$ cat config.mk
export PLATFORM = sky130hd
export DESIGN_NAME = tlos_transmit_line_output_stage
export DESIGN_NICKNAME = d
export VERILOG_FILES = /design/src/logic/tlos_pkg.sv /design/src/logic/tlos_transmit_line_output_stage.sv
export SDC_FILE = /design/constraint.sdc
export NUM_CORES = 1
export LEC_CHECK = 0
export ABC_AREA = 1
export CORE_MARGIN = 5
export CORE_UTILIZATION = 50
export DETAILED_ROUTE_END_ITERATION = 10
export DONT_BUFFER_PORTS = 1
export HOLD_SLACK_MARGIN = 0.12
export PLACE_DENSITY_LB_ADDON = 0.2
export SKIP_LAST_GASP = 1
export SLEW_MARGIN = 20
export SYNTH_ARGS = -nofsm -noshare
export SYNTH_HDL_FRONTEND = slang
export SYNTH_SLANG_ARGS = --single-unit
$ cat constraint.sdc
create_clock -name mclk -period 1.62 [get_ports mclk]
set_input_delay 0.162 -clock mclk [delete_from_list [all_inputs] [get_ports mclk]]
set_output_delay 0.162 -clock mclk [all_outputs]
set_load 0.1 [all_outputs]
$ cat src/logic/tlos_pkg.sv
package tlos_pkg;

	// line modes of the transmit output stage
	typedef enum logic [1:0] {
		TLOS_MODE_ANALOG  = 2'b00,
		TLOS_MODE_DUAL    = 2'b01,
		TLOS_MODE_OPTICAL = 2'b10,
		TLOS_MODE_RSVD    = 2'b11
	} tlos_mode_e;

	localparam int unsigned TLOS_ADDR_W = 12;
	localparam int unsigned TLOS_DATA_W = 32;

	// register byte addresses
	localparam logic [11:0] TLOS_ADDR_CTRL   = 12'h000;
	localparam logic [11:0] TLOS_ADDR_STATUS = 12'h004;

	// control register bit positions
	localparam int unsigned TLOS_CTRL_DLMS  = 0;
	localparam int unsigned TLOS_CTRL_TCS   = 1;
	localparam int unsigned TLOS_CTRL_TRI   = 2;
	localparam int unsigned TLOS_CTRL_FBS   = 3;
	localparam int unsigned TLOS_CTRL_POL   = 4;
	localparam int unsigned TLOS_CTRL_CMI   = 5;
	localparam int unsigned TLOS_CTRL_RLOOP = 6;
	localparam int unsigned TLOS_CTRL_W     = 7;

	// control value after reset: tristate set, everything else clear
	localparam logic [6:0] TLOS_CTRL_RESET = 7'h04;

	// status register bit positions
	localparam int unsigned TLOS_STAT_MODE_LO = 0;
	localparam int unsigned TLOS_STAT_MODE_HI = 1;
	localparam int unsigned TLOS_STAT_ANA_EN  = 2;
	localparam int unsigned TLOS_STAT_DIG_EN  = 3;
	localparam int unsigned TLOS_STAT_FM_EN   = 4;
	localparam int unsigned TLOS_STAT_TCLK    = 5;
	localparam int unsigned TLOS_STAT_FM_SEEN = 6;

	// synchroniser depth for the transmit clock pin
	localparam int unsigned TLOS_SYNC_STAGES = 3;

	// reset values of the synchroniser flops
	localparam logic [2:0] TLOS_SYNC_RESET = 3'h0;
	localparam logic [1:0] TLOS_RST_SYNC_RESET = 2'h0;

endpackage : tlos_pkg

$ cat src/logic/tlos_transmit_line_output_stage.sv
`timescale 1ns/10ps
`default_nettype none

module tlos_transmit_line_output_stage (
	input  wire logic        mclk,
	input  wire logic        rst_n,
	input  wire logic        psel,
	input  wire logic        penable,
	input  wire logic        pwrite,
	input  wire logic [11:0] paddr,
	input  wire logic [31:0] pwdata,
	output logic      [31:0] prdata,
	output logic             pready,
	output logic             pslverr,
	input  wire logic        transmit_clock,
	input  wire logic        tx_mark_pos,
	input  wire logic        tx_mark_neg,
	input  wire logic        tx_nrz_data,
	input  wire logic        tx_frame_start,
	output logic             analog_tx_line_a,
	output logic             analog_tx_line_a_oe,
	output logic             analog_tx_line_b,
	output logic             analog_tx_line_b_oe,
	output logic             tx_rail_positive,
	output logic             tx_rail_positive_oe,
	output logic             tx_rail_negative,
	output logic             tx_rail_negative_oe,
	output logic             tx_optical_data,
	output logic             tx_optical_data_oe,
	output logic             tx_frame_marker,
	output logic             tx_frame_marker_oe
);

	logic [1:0] rst_sync_r;
	logic       rst_sync_n;

	always_ff @(posedge mclk or negedge rst_n) begin
		if (!rst_n) begin
			rst_sync_r <= tlos_pkg::TLOS_RST_SYNC_RESET;
		end else begin
			rst_sync_r <= {rst_sync_r[0], 1'b1};
		end
	end

	assign rst_sync_n = rst_sync_r[1];

	// control register and apb read path
	logic [6:0]  ctrl_r;
	logic [6:0]  ctrl_nxt;
	logic [31:0] prdata_r;
	logic [31:0] prdata_nxt;
	logic        pslverr_r;
	logic        pslverr_nxt;
	logic [31:0] status_w;
	logic        map_hit;
	logic        fm_seen_r;
	logic        fm_seen_nxt;

	logic dlms;
	logic tcs;
	logic tri_st;
	logic fbs;
	logic pol;
	logic cmi_sel;
	logic rloop;
	tlos_pkg::tlos_mode_e mode;
	logic ana_en;
	logic dig_en;
	logic fm_en;
	logic [2:0] tclk_sync_r;
	logic [2:0] tclk_sync_nxt;
	logic       tclk_lvl_r;
	logic       tclk_lvl_nxt;
	logic       tclk_rise;
	logic       tclk_fall;
	logic       tclk_agree;

	assign dlms    = ctrl_r[tlos_pkg::TLOS_CTRL_DLMS];
	assign tcs     = ctrl_r[tlos_pkg::TLOS_CTRL_TCS];
	assign tri_st  = ctrl_r[tlos_pkg::TLOS_CTRL_TRI];
	assign fbs     = ctrl_r[tlos_pkg::TLOS_CTRL_FBS];
	assign pol     = ctrl_r[tlos_pkg::TLOS_CTRL_POL];
	assign cmi_sel = ctrl_r[tlos_pkg::TLOS_CTRL_CMI];
	assign rloop   = ctrl_r[tlos_pkg::TLOS_CTRL_RLOOP];

	always_comb begin
		if (dlms && tcs) begin
			mode = tlos_pkg::TLOS_MODE_DUAL;
		end else if (dlms) begin
			mode = tlos_pkg::TLOS_MODE_OPTICAL;
		end else begin
			mode = tlos_pkg::TLOS_MODE_ANALOG;
		end
	end

	assign ana_en = !dlms && tcs && !tri_st;
	assign dig_en = dlms && !tri_st;
	assign fm_en  = dig_en && !tcs;

	always_comb begin
		status_w = 32'h0000_0000;
		status_w[tlos_pkg::TLOS_STAT_MODE_HI:tlos_pkg::TLOS_STAT_MODE_LO] =
			mode;
		status_w[tlos_pkg::TLOS_STAT_ANA_EN]  = ana_en;
		status_w[tlos_pkg::TLOS_STAT_DIG_EN]  = dig_en;
		status_w[tlos_pkg::TLOS_STAT_FM_EN]   = fm_en;
		status_w[tlos_pkg::TLOS_STAT_TCLK]    = tclk_lvl_r;
		status_w[tlos_pkg::TLOS_STAT_FM_SEEN] = fm_seen_r;
	end

	assign map_hit = (paddr == tlos_pkg::TLOS_ADDR_CTRL) ||
		(paddr == tlos_pkg::TLOS_ADDR_STATUS);

	// no wait states: read data is captured in the setup cycle
	assign pready  = psel && penable;
	assign prdata  = prdata_r;
	assign pslverr = pslverr_r;

	always_comb begin
		ctrl_nxt    = ctrl_r;
		prdata_nxt  = prdata_r;
		pslverr_nxt = pslverr_r;
		fm_seen_nxt = fm_seen_r;
		if (psel && !penable) begin
			pslverr_nxt = !map_hit;
			prdata_nxt  = 32'h0000_0000;
			if (!pwrite && paddr == tlos_pkg::TLOS_ADDR_CTRL) begin
				prdata_nxt[6:0] = ctrl_r;
			end else if (!pwrite && paddr == tlos_pkg::TLOS_ADDR_STATUS) begin
				prdata_nxt = status_w;
			end
		end
		if (psel && penable && pwrite &&
			paddr == tlos_pkg::TLOS_ADDR_CTRL) begin
			ctrl_nxt = pwdata[6:0];
		end
		// reading status clears the sticky marker flag; a new marker wins
		if (psel && penable && !pwrite &&
			paddr == tlos_pkg::TLOS_ADDR_STATUS) begin
			fm_seen_nxt = 1'b0;
		end
		if (tclk_rise && tx_frame_start && fm_en) begin
			fm_seen_nxt = 1'b1;
		end
	end

	always_ff @(posedge mclk or negedge rst_sync_n) begin
		if (!rst_sync_n) begin
			ctrl_r    <= tlos_pkg::TLOS_CTRL_RESET;
			prdata_r  <= 32'h0000_0000;
			pslverr_r <= 1'b0;
			fm_seen_r <= 1'b0;
		end else begin
			ctrl_r    <= ctrl_nxt;
			prdata_r  <= prdata_nxt;
			pslverr_r <= pslverr_nxt;
			fm_seen_r <= fm_seen_nxt;
		end
	end

	// transmit clock pin: three flops, edge counts when last two agree
	assign tclk_sync_nxt = {tclk_sync_r[1:0], transmit_clock};
	assign tclk_agree = (tclk_sync_r[1] == tclk_sync_r[2]);
	assign tclk_rise  = tclk_agree && tclk_sync_r[2] && !tclk_lvl_r;
	assign tclk_fall  = tclk_agree && !tclk_sync_r[2] && tclk_lvl_r;
	assign tclk_lvl_nxt = tclk_agree ? tclk_sync_r[2] : tclk_lvl_r;

	always_ff @(posedge mclk or negedge rst_sync_n) begin
		if (!rst_sync_n) begin
			tclk_sync_r <= tlos_pkg::TLOS_SYNC_RESET;
			tclk_lvl_r  <= 1'b0;
		end else begin
			tclk_sync_r <= tclk_sync_nxt;
			tclk_lvl_r  <= tclk_lvl_nxt;
		end
	end

	// line state; rail and optical pin levels are stored after polarity
	logic ana_a_r;
	logic ana_a_nxt;
	logic ana_b_r;
	logic ana_b_nxt;
	logic rail_p_r;
	logic rail_p_nxt;
	logic rail_n_r;
	logic rail_n_nxt;
	logic opt_r;
	logic opt_nxt;
	logic cmi_lvl_r;
	logic cmi_lvl_nxt;
	logic cmi_bit_r;
	logic cmi_bit_nxt;
	logic fm_r;
	logic fm_nxt;
	logic rail_idle;

	// rails active low when polarity bit clear
	assign rail_idle = !pol;

	always_comb begin
		ana_a_nxt   = ana_a_r;
		ana_b_nxt   = ana_b_r;
		rail_p_nxt  = rail_p_r;
		rail_n_nxt  = rail_n_r;
		opt_nxt     = opt_r;
		cmi_lvl_nxt = cmi_lvl_r;
		cmi_bit_nxt = cmi_bit_r;
		fm_nxt      = fm_r;
		if (tclk_rise) begin
			ana_a_nxt  = tx_mark_pos;
			ana_b_nxt  = tx_mark_neg;
			rail_p_nxt = tx_mark_pos ? !rail_idle : rail_idle;
			rail_n_nxt = tx_mark_neg ? !rail_idle : rail_idle;
			fm_nxt = tx_frame_start && !rloop;
			cmi_bit_nxt = tx_nrz_data;
			if (cmi_sel) begin
				if (tx_nrz_data) begin
					cmi_lvl_nxt = !cmi_lvl_r;
					opt_nxt     = !cmi_lvl_r ^ pol;
				end else begin
					opt_nxt = pol;
				end
			end else begin
				opt_nxt = tx_nrz_data ^ pol;
			end
		end else if (tclk_fall) begin
			if (!fbs) begin
				ana_a_nxt  = 1'b0;
				ana_b_nxt  = 1'b0;
				rail_p_nxt = rail_idle;
				rail_n_nxt = rail_idle;
			end
			if (cmi_sel && !cmi_bit_r) begin
				opt_nxt = !pol;
			end
		end
	end

	// analog pair and optical idle low; rails idle at inactive level
	always_ff @(posedge mclk or negedge rst_sync_n) begin
		if (!rst_sync_n) begin
			ana_a_r   <= 1'b0;
			ana_b_r   <= 1'b0;
			rail_p_r  <= 1'b1;
			rail_n_r  <= 1'b1;
			opt_r     <= 1'b0;
			cmi_lvl_r <= 1'b0;
			cmi_bit_r <= 1'b0;
			fm_r      <= 1'b0;
		end else begin
			ana_a_r   <= ana_a_nxt;
			ana_b_r   <= ana_b_nxt;
			rail_p_r  <= rail_p_nxt;
			rail_n_r  <= rail_n_nxt;
			opt_r     <= opt_nxt;
			cmi_lvl_r <= cmi_lvl_nxt;
			cmi_bit_r <= cmi_bit_nxt;
			fm_r      <= fm_nxt;
		end
	end

	assign analog_tx_line_a    = ana_a_r;
	assign analog_tx_line_b    = ana_b_r;
	assign analog_tx_line_a_oe = ana_en;
	assign analog_tx_line_b_oe = ana_en;

	assign tx_rail_positive = rail_p_r;
	assign tx_rail_negative = rail_n_r;
	assign tx_rail_positive_oe = dig_en && tcs;
	assign tx_rail_negative_oe = dig_en && tcs;

	assign tx_optical_data = opt_r;
	assign tx_optical_data_oe = dig_en && !tcs;

	assign tx_frame_marker = fm_r;
	assign tx_frame_marker_oe = fm_en;

endmodule : tlos_transmit_line_output_stage

`default_nettype wire

==> flow_summary.toml <==
[detailed_routing]
vias = 1428
drc = 0
viasPerCell = 4.64
routedWlPerCell_um = 11.9
dr.pass1.iters = 6
wl_um = 3680
ant_nets = 0
drtIter0Drc = 53

[clock_tree]
cts_tree = "done"
numCtsBuffers = 5
clkSinkCount = 30
cts_root_buf = "clkbuf_4"
clk_pin_slew_ps = 90
cts.path.max_buffers = 2
insertion_delay_ps = 330
htreeDepth = 2

[sta]
finalHoldViolCount = 0
min_period_ps = 1560
slew_viol_final = 0
fin_hold_ws_ps = 146
fin_ws_ps = 62.8
fin_crit_sh_pct = 96.1
fin_skew_ps = 6.16
setup_viol = 0
fmax_mhz = 642

[run]
cap_violations = 0

[final_layout]
syn_to_final_growth_pct = 26.0
fin_util_pct = 65.9
num_antenna_cells = 0
fillers = 288
final_cells = 308
drive_gt1_share_pct = 25.2
final_nets = 317

[power]
vdd_drop_max_v = 0.000963
clock_power_share_pct = 22.3
switchingPower_mw = 0.908
internal_power_mw = 1.13
power_leakage_nw = 1.18
switching_share_pct = 44.5
powerDensity_nw_per_um2 = 913
combPwrFrac_pct = 36.8
pwr-share-seq_pct = 40.9

[setup_path]
crit_path_cell_trace = "inv_2, nor3_4, buf_8"
crit_arrival_ps = 1400
path_class = "flop to primary output"
critPathSlowestCell = "dfrtp_2"
path_max_fanout = 4
required_ps = 1460
crit_path_end_kind = "primary output"
cp_slowest_stage_delay_ps = 410
start_kind = "flop"

[yosys]
synth_cells = 214
syn_area_um2 = 1770
syn_area_per_cell_um2 = 8.28
ys_ff_latch = 30
yosysSeqAreaShare_pct = 42.6
ys_types = 28
yosysWarningCount = 0

[global_route]
grt_use_total_pct = 15.7
antenna_found_initial = 0
grt_use_met3_pct = 4.35
grt_first_pass_wirelength_um = 6070
use_met2_pct = 26.8
use_met1_pct = 17.2
top_usage_layer = "met2"
grt_pass1_vias = 1383
grt_overflow_total = 0
grt_max_degree = 29

[place]
gp_congestion = 0.838
pre_cts_slack_ps = 251
placed_cells = 273
portBuffers = 0
dpl.hpwl_um = 2730

[floorplanning]
coreArea_um2 = 3390
num_io_pins = 100
dieArea_um2 = 4840
initial_core_util_pct = 52.3
die_w_um = 69.5
die_h_um = 69.5
rows = 21

[hold_path]
min_path_type = "input pin to flop"

[run_status]
status = "finished, final reports clean"
[repair_timing]
item,CTS,global route
setup endpoints to repair,5,2
setup buffers,0,3
pin swaps,1,1
hold buffers,24,0
gates resized for setup,4,0
gates cloned,0,0
hold endpoints to repair,27,0
[final timing paths]
check                                     from             endpoint  slack (ps)  cells after the start
worst max register to register  tclk_sync_r[1]     tx_rail_positive         260                      8
worst min register to register   rst_sync_r[1]            ctrl_r[4]         250                      1
worst min-delay path                  paddr[3]              pslverr         150                      4
max in group asynchronous                rst_n        rst_sync_r[1]         900                      2
min in group asynchronous        rst_sync_r[1]            ctrl_r[4]         250                      1
worst max-delay path                 ctrl_r[1]  analog_tx_line_a_oe          60                      3
[critical path: cells and delay by family, from the launching register on]
kind	cells	cell delay [ps]
buf+inv	2	320
simple gates	1	340
flops	1	410
[power groups by stage]
| stage | Sequential, mW | Combinational, mW | Clock (mW) |
|---|---|---|---|
| 2_1_floorplan | 1.11 | 0.409 | 0 |
| 3_3_place_gp | 0.846 | 0.710 | 0 |
| 3_5_place_dp | 0.849 | 0.718 | 0 |
| 4_1_cts | 0.835 | 0.752 | 0.478 |
| 5_1_grt | 0.839 | 0.782 | 0.510 |
| 6_report | 0.835 | 0.751 | 0.455 |
[layout by cell type (no fill, tap or decap)]
master,Yosys,routed
nand2_1,58,57
conb_1,2,26
dfrtp_1,27,25
dlygate4sd3_1,0,24
inv_1,23,22
buf_4,28,19
nor2_1,14,12
nand4_1,12,12
o21ai_2,8,8
nand2_2,4,5
inv_2,4,5
nand3_1,5,5
clkbuf_4,0,5
nor2_4,2,4
nor2_2,4,4
nor3_1,3,3
dfstp_2,3,3
o21ai_0,2,2
o211ai_1,2,2
ha_1,2,2
dfrtp_2,0,2
buf_12,0,2
nor3_4,0,1
nand2_4,1,1
nor2_8,1,1
nand4_4,1,1
nand3_2,1,1
a21oi_1,1,1
o31ai_1,1,1
xor2_1,1,1
clkbuf_8,0,1
clkbuf_1,0,1
clkinv_2,0,1
buf_16,0,1
buf_8,0,1
[cells in the mapped netlist]
cell	n	share of area, %
a21oi_1	1	0.28
buf_2	1	0.28
buf_4	28	12
buf_6	2	1.3
conb_1	2	0.42
dfrtp_1	27	38
dfstp_2	3	4.4
ha_1	2	1.4
inv_1	23	4.9
inv_2	4	0.85
nand2_1	58	12
nand2_2	4	1.4
nand2_4	1	0.64
nand3_1	5	1.4
nand3_2	1	0.56
nand4_1	12	4.2
nand4_4	1	1.2
nor2_1	14	3.0
nor2_2	4	1.4
nor2_4	2	1.3
nor2_8	1	1.1
nor3_1	3	0.85
nor3_2	1	0.56
o211ai_1	2	0.85
o21ai_0	2	0.56
o21ai_2	8	4.0
o31ai_1	1	0.42
xor2_1	1	0.49
[layout make-up]
cell class	instances	area [µm²]	share of cell area [%]
multi-input cells	150	793	35.5
repair buffers	47	465	20.8
clock buffers	7	55.1	2.46
flip-flops and latches	30	757	33.9
inverters	27	101	4.54
well taps	46	57.6	2.58
clock inverters	1	5.00	0.224
[through the flow]
step | cell area, µm² | power, mW | setup TNS (ps)
3_5_place_dp | 1900 | 1.57 | 0
4_1_cts | 2210 | 2.07 | 0
3_3_place_gp | 1900 | 1.56 | 0
6_report | 2230 | 2.04 | 0
2_1_floorplan | 1910 | 1.52 | -468
5_1_grt | 2230 | 2.13 | -5.51
[logic make-up after synthesis]
| family | Yosys count | share of synthesized area, % |
|---|---|---|
| simple gates | 107 | 29.9 |
| other cells | 2 | 0.424 |
| fa+ha+maj | 2 | 1.41 |
| buf+inv | 58 | 19.1 |
| xor+xnor | 1 | 0.494 |
| compound gates | 14 | 6.07 |
| flops | 30 | 42.6 |
[sequential cells by signal (all words and copies together), names as in the netlist]
signal            count
ctrl_r                7
prdata                7
tclk_sync_r           3
rst_sync_r            2
analog_tx_line_a      1
analog_tx_line_b      1
cmi_bit_r             1
cmi_lvl_r             1
fm_seen_r             1
pslverr               1
tclk_lvl_r            1
tx_frame_marker       1
tx_optical_data       1
tx_rail_negative      1
tx_rail_positive      1
[routing by layer]
layer  wire length (µm)  vias to the layer above
met5                  0                        -
li1                   -                      710
met2               1780                       62
met3                321                        8
met4                 83                        0
met1               1500                      648
Power figures use the tool's default switching activity.
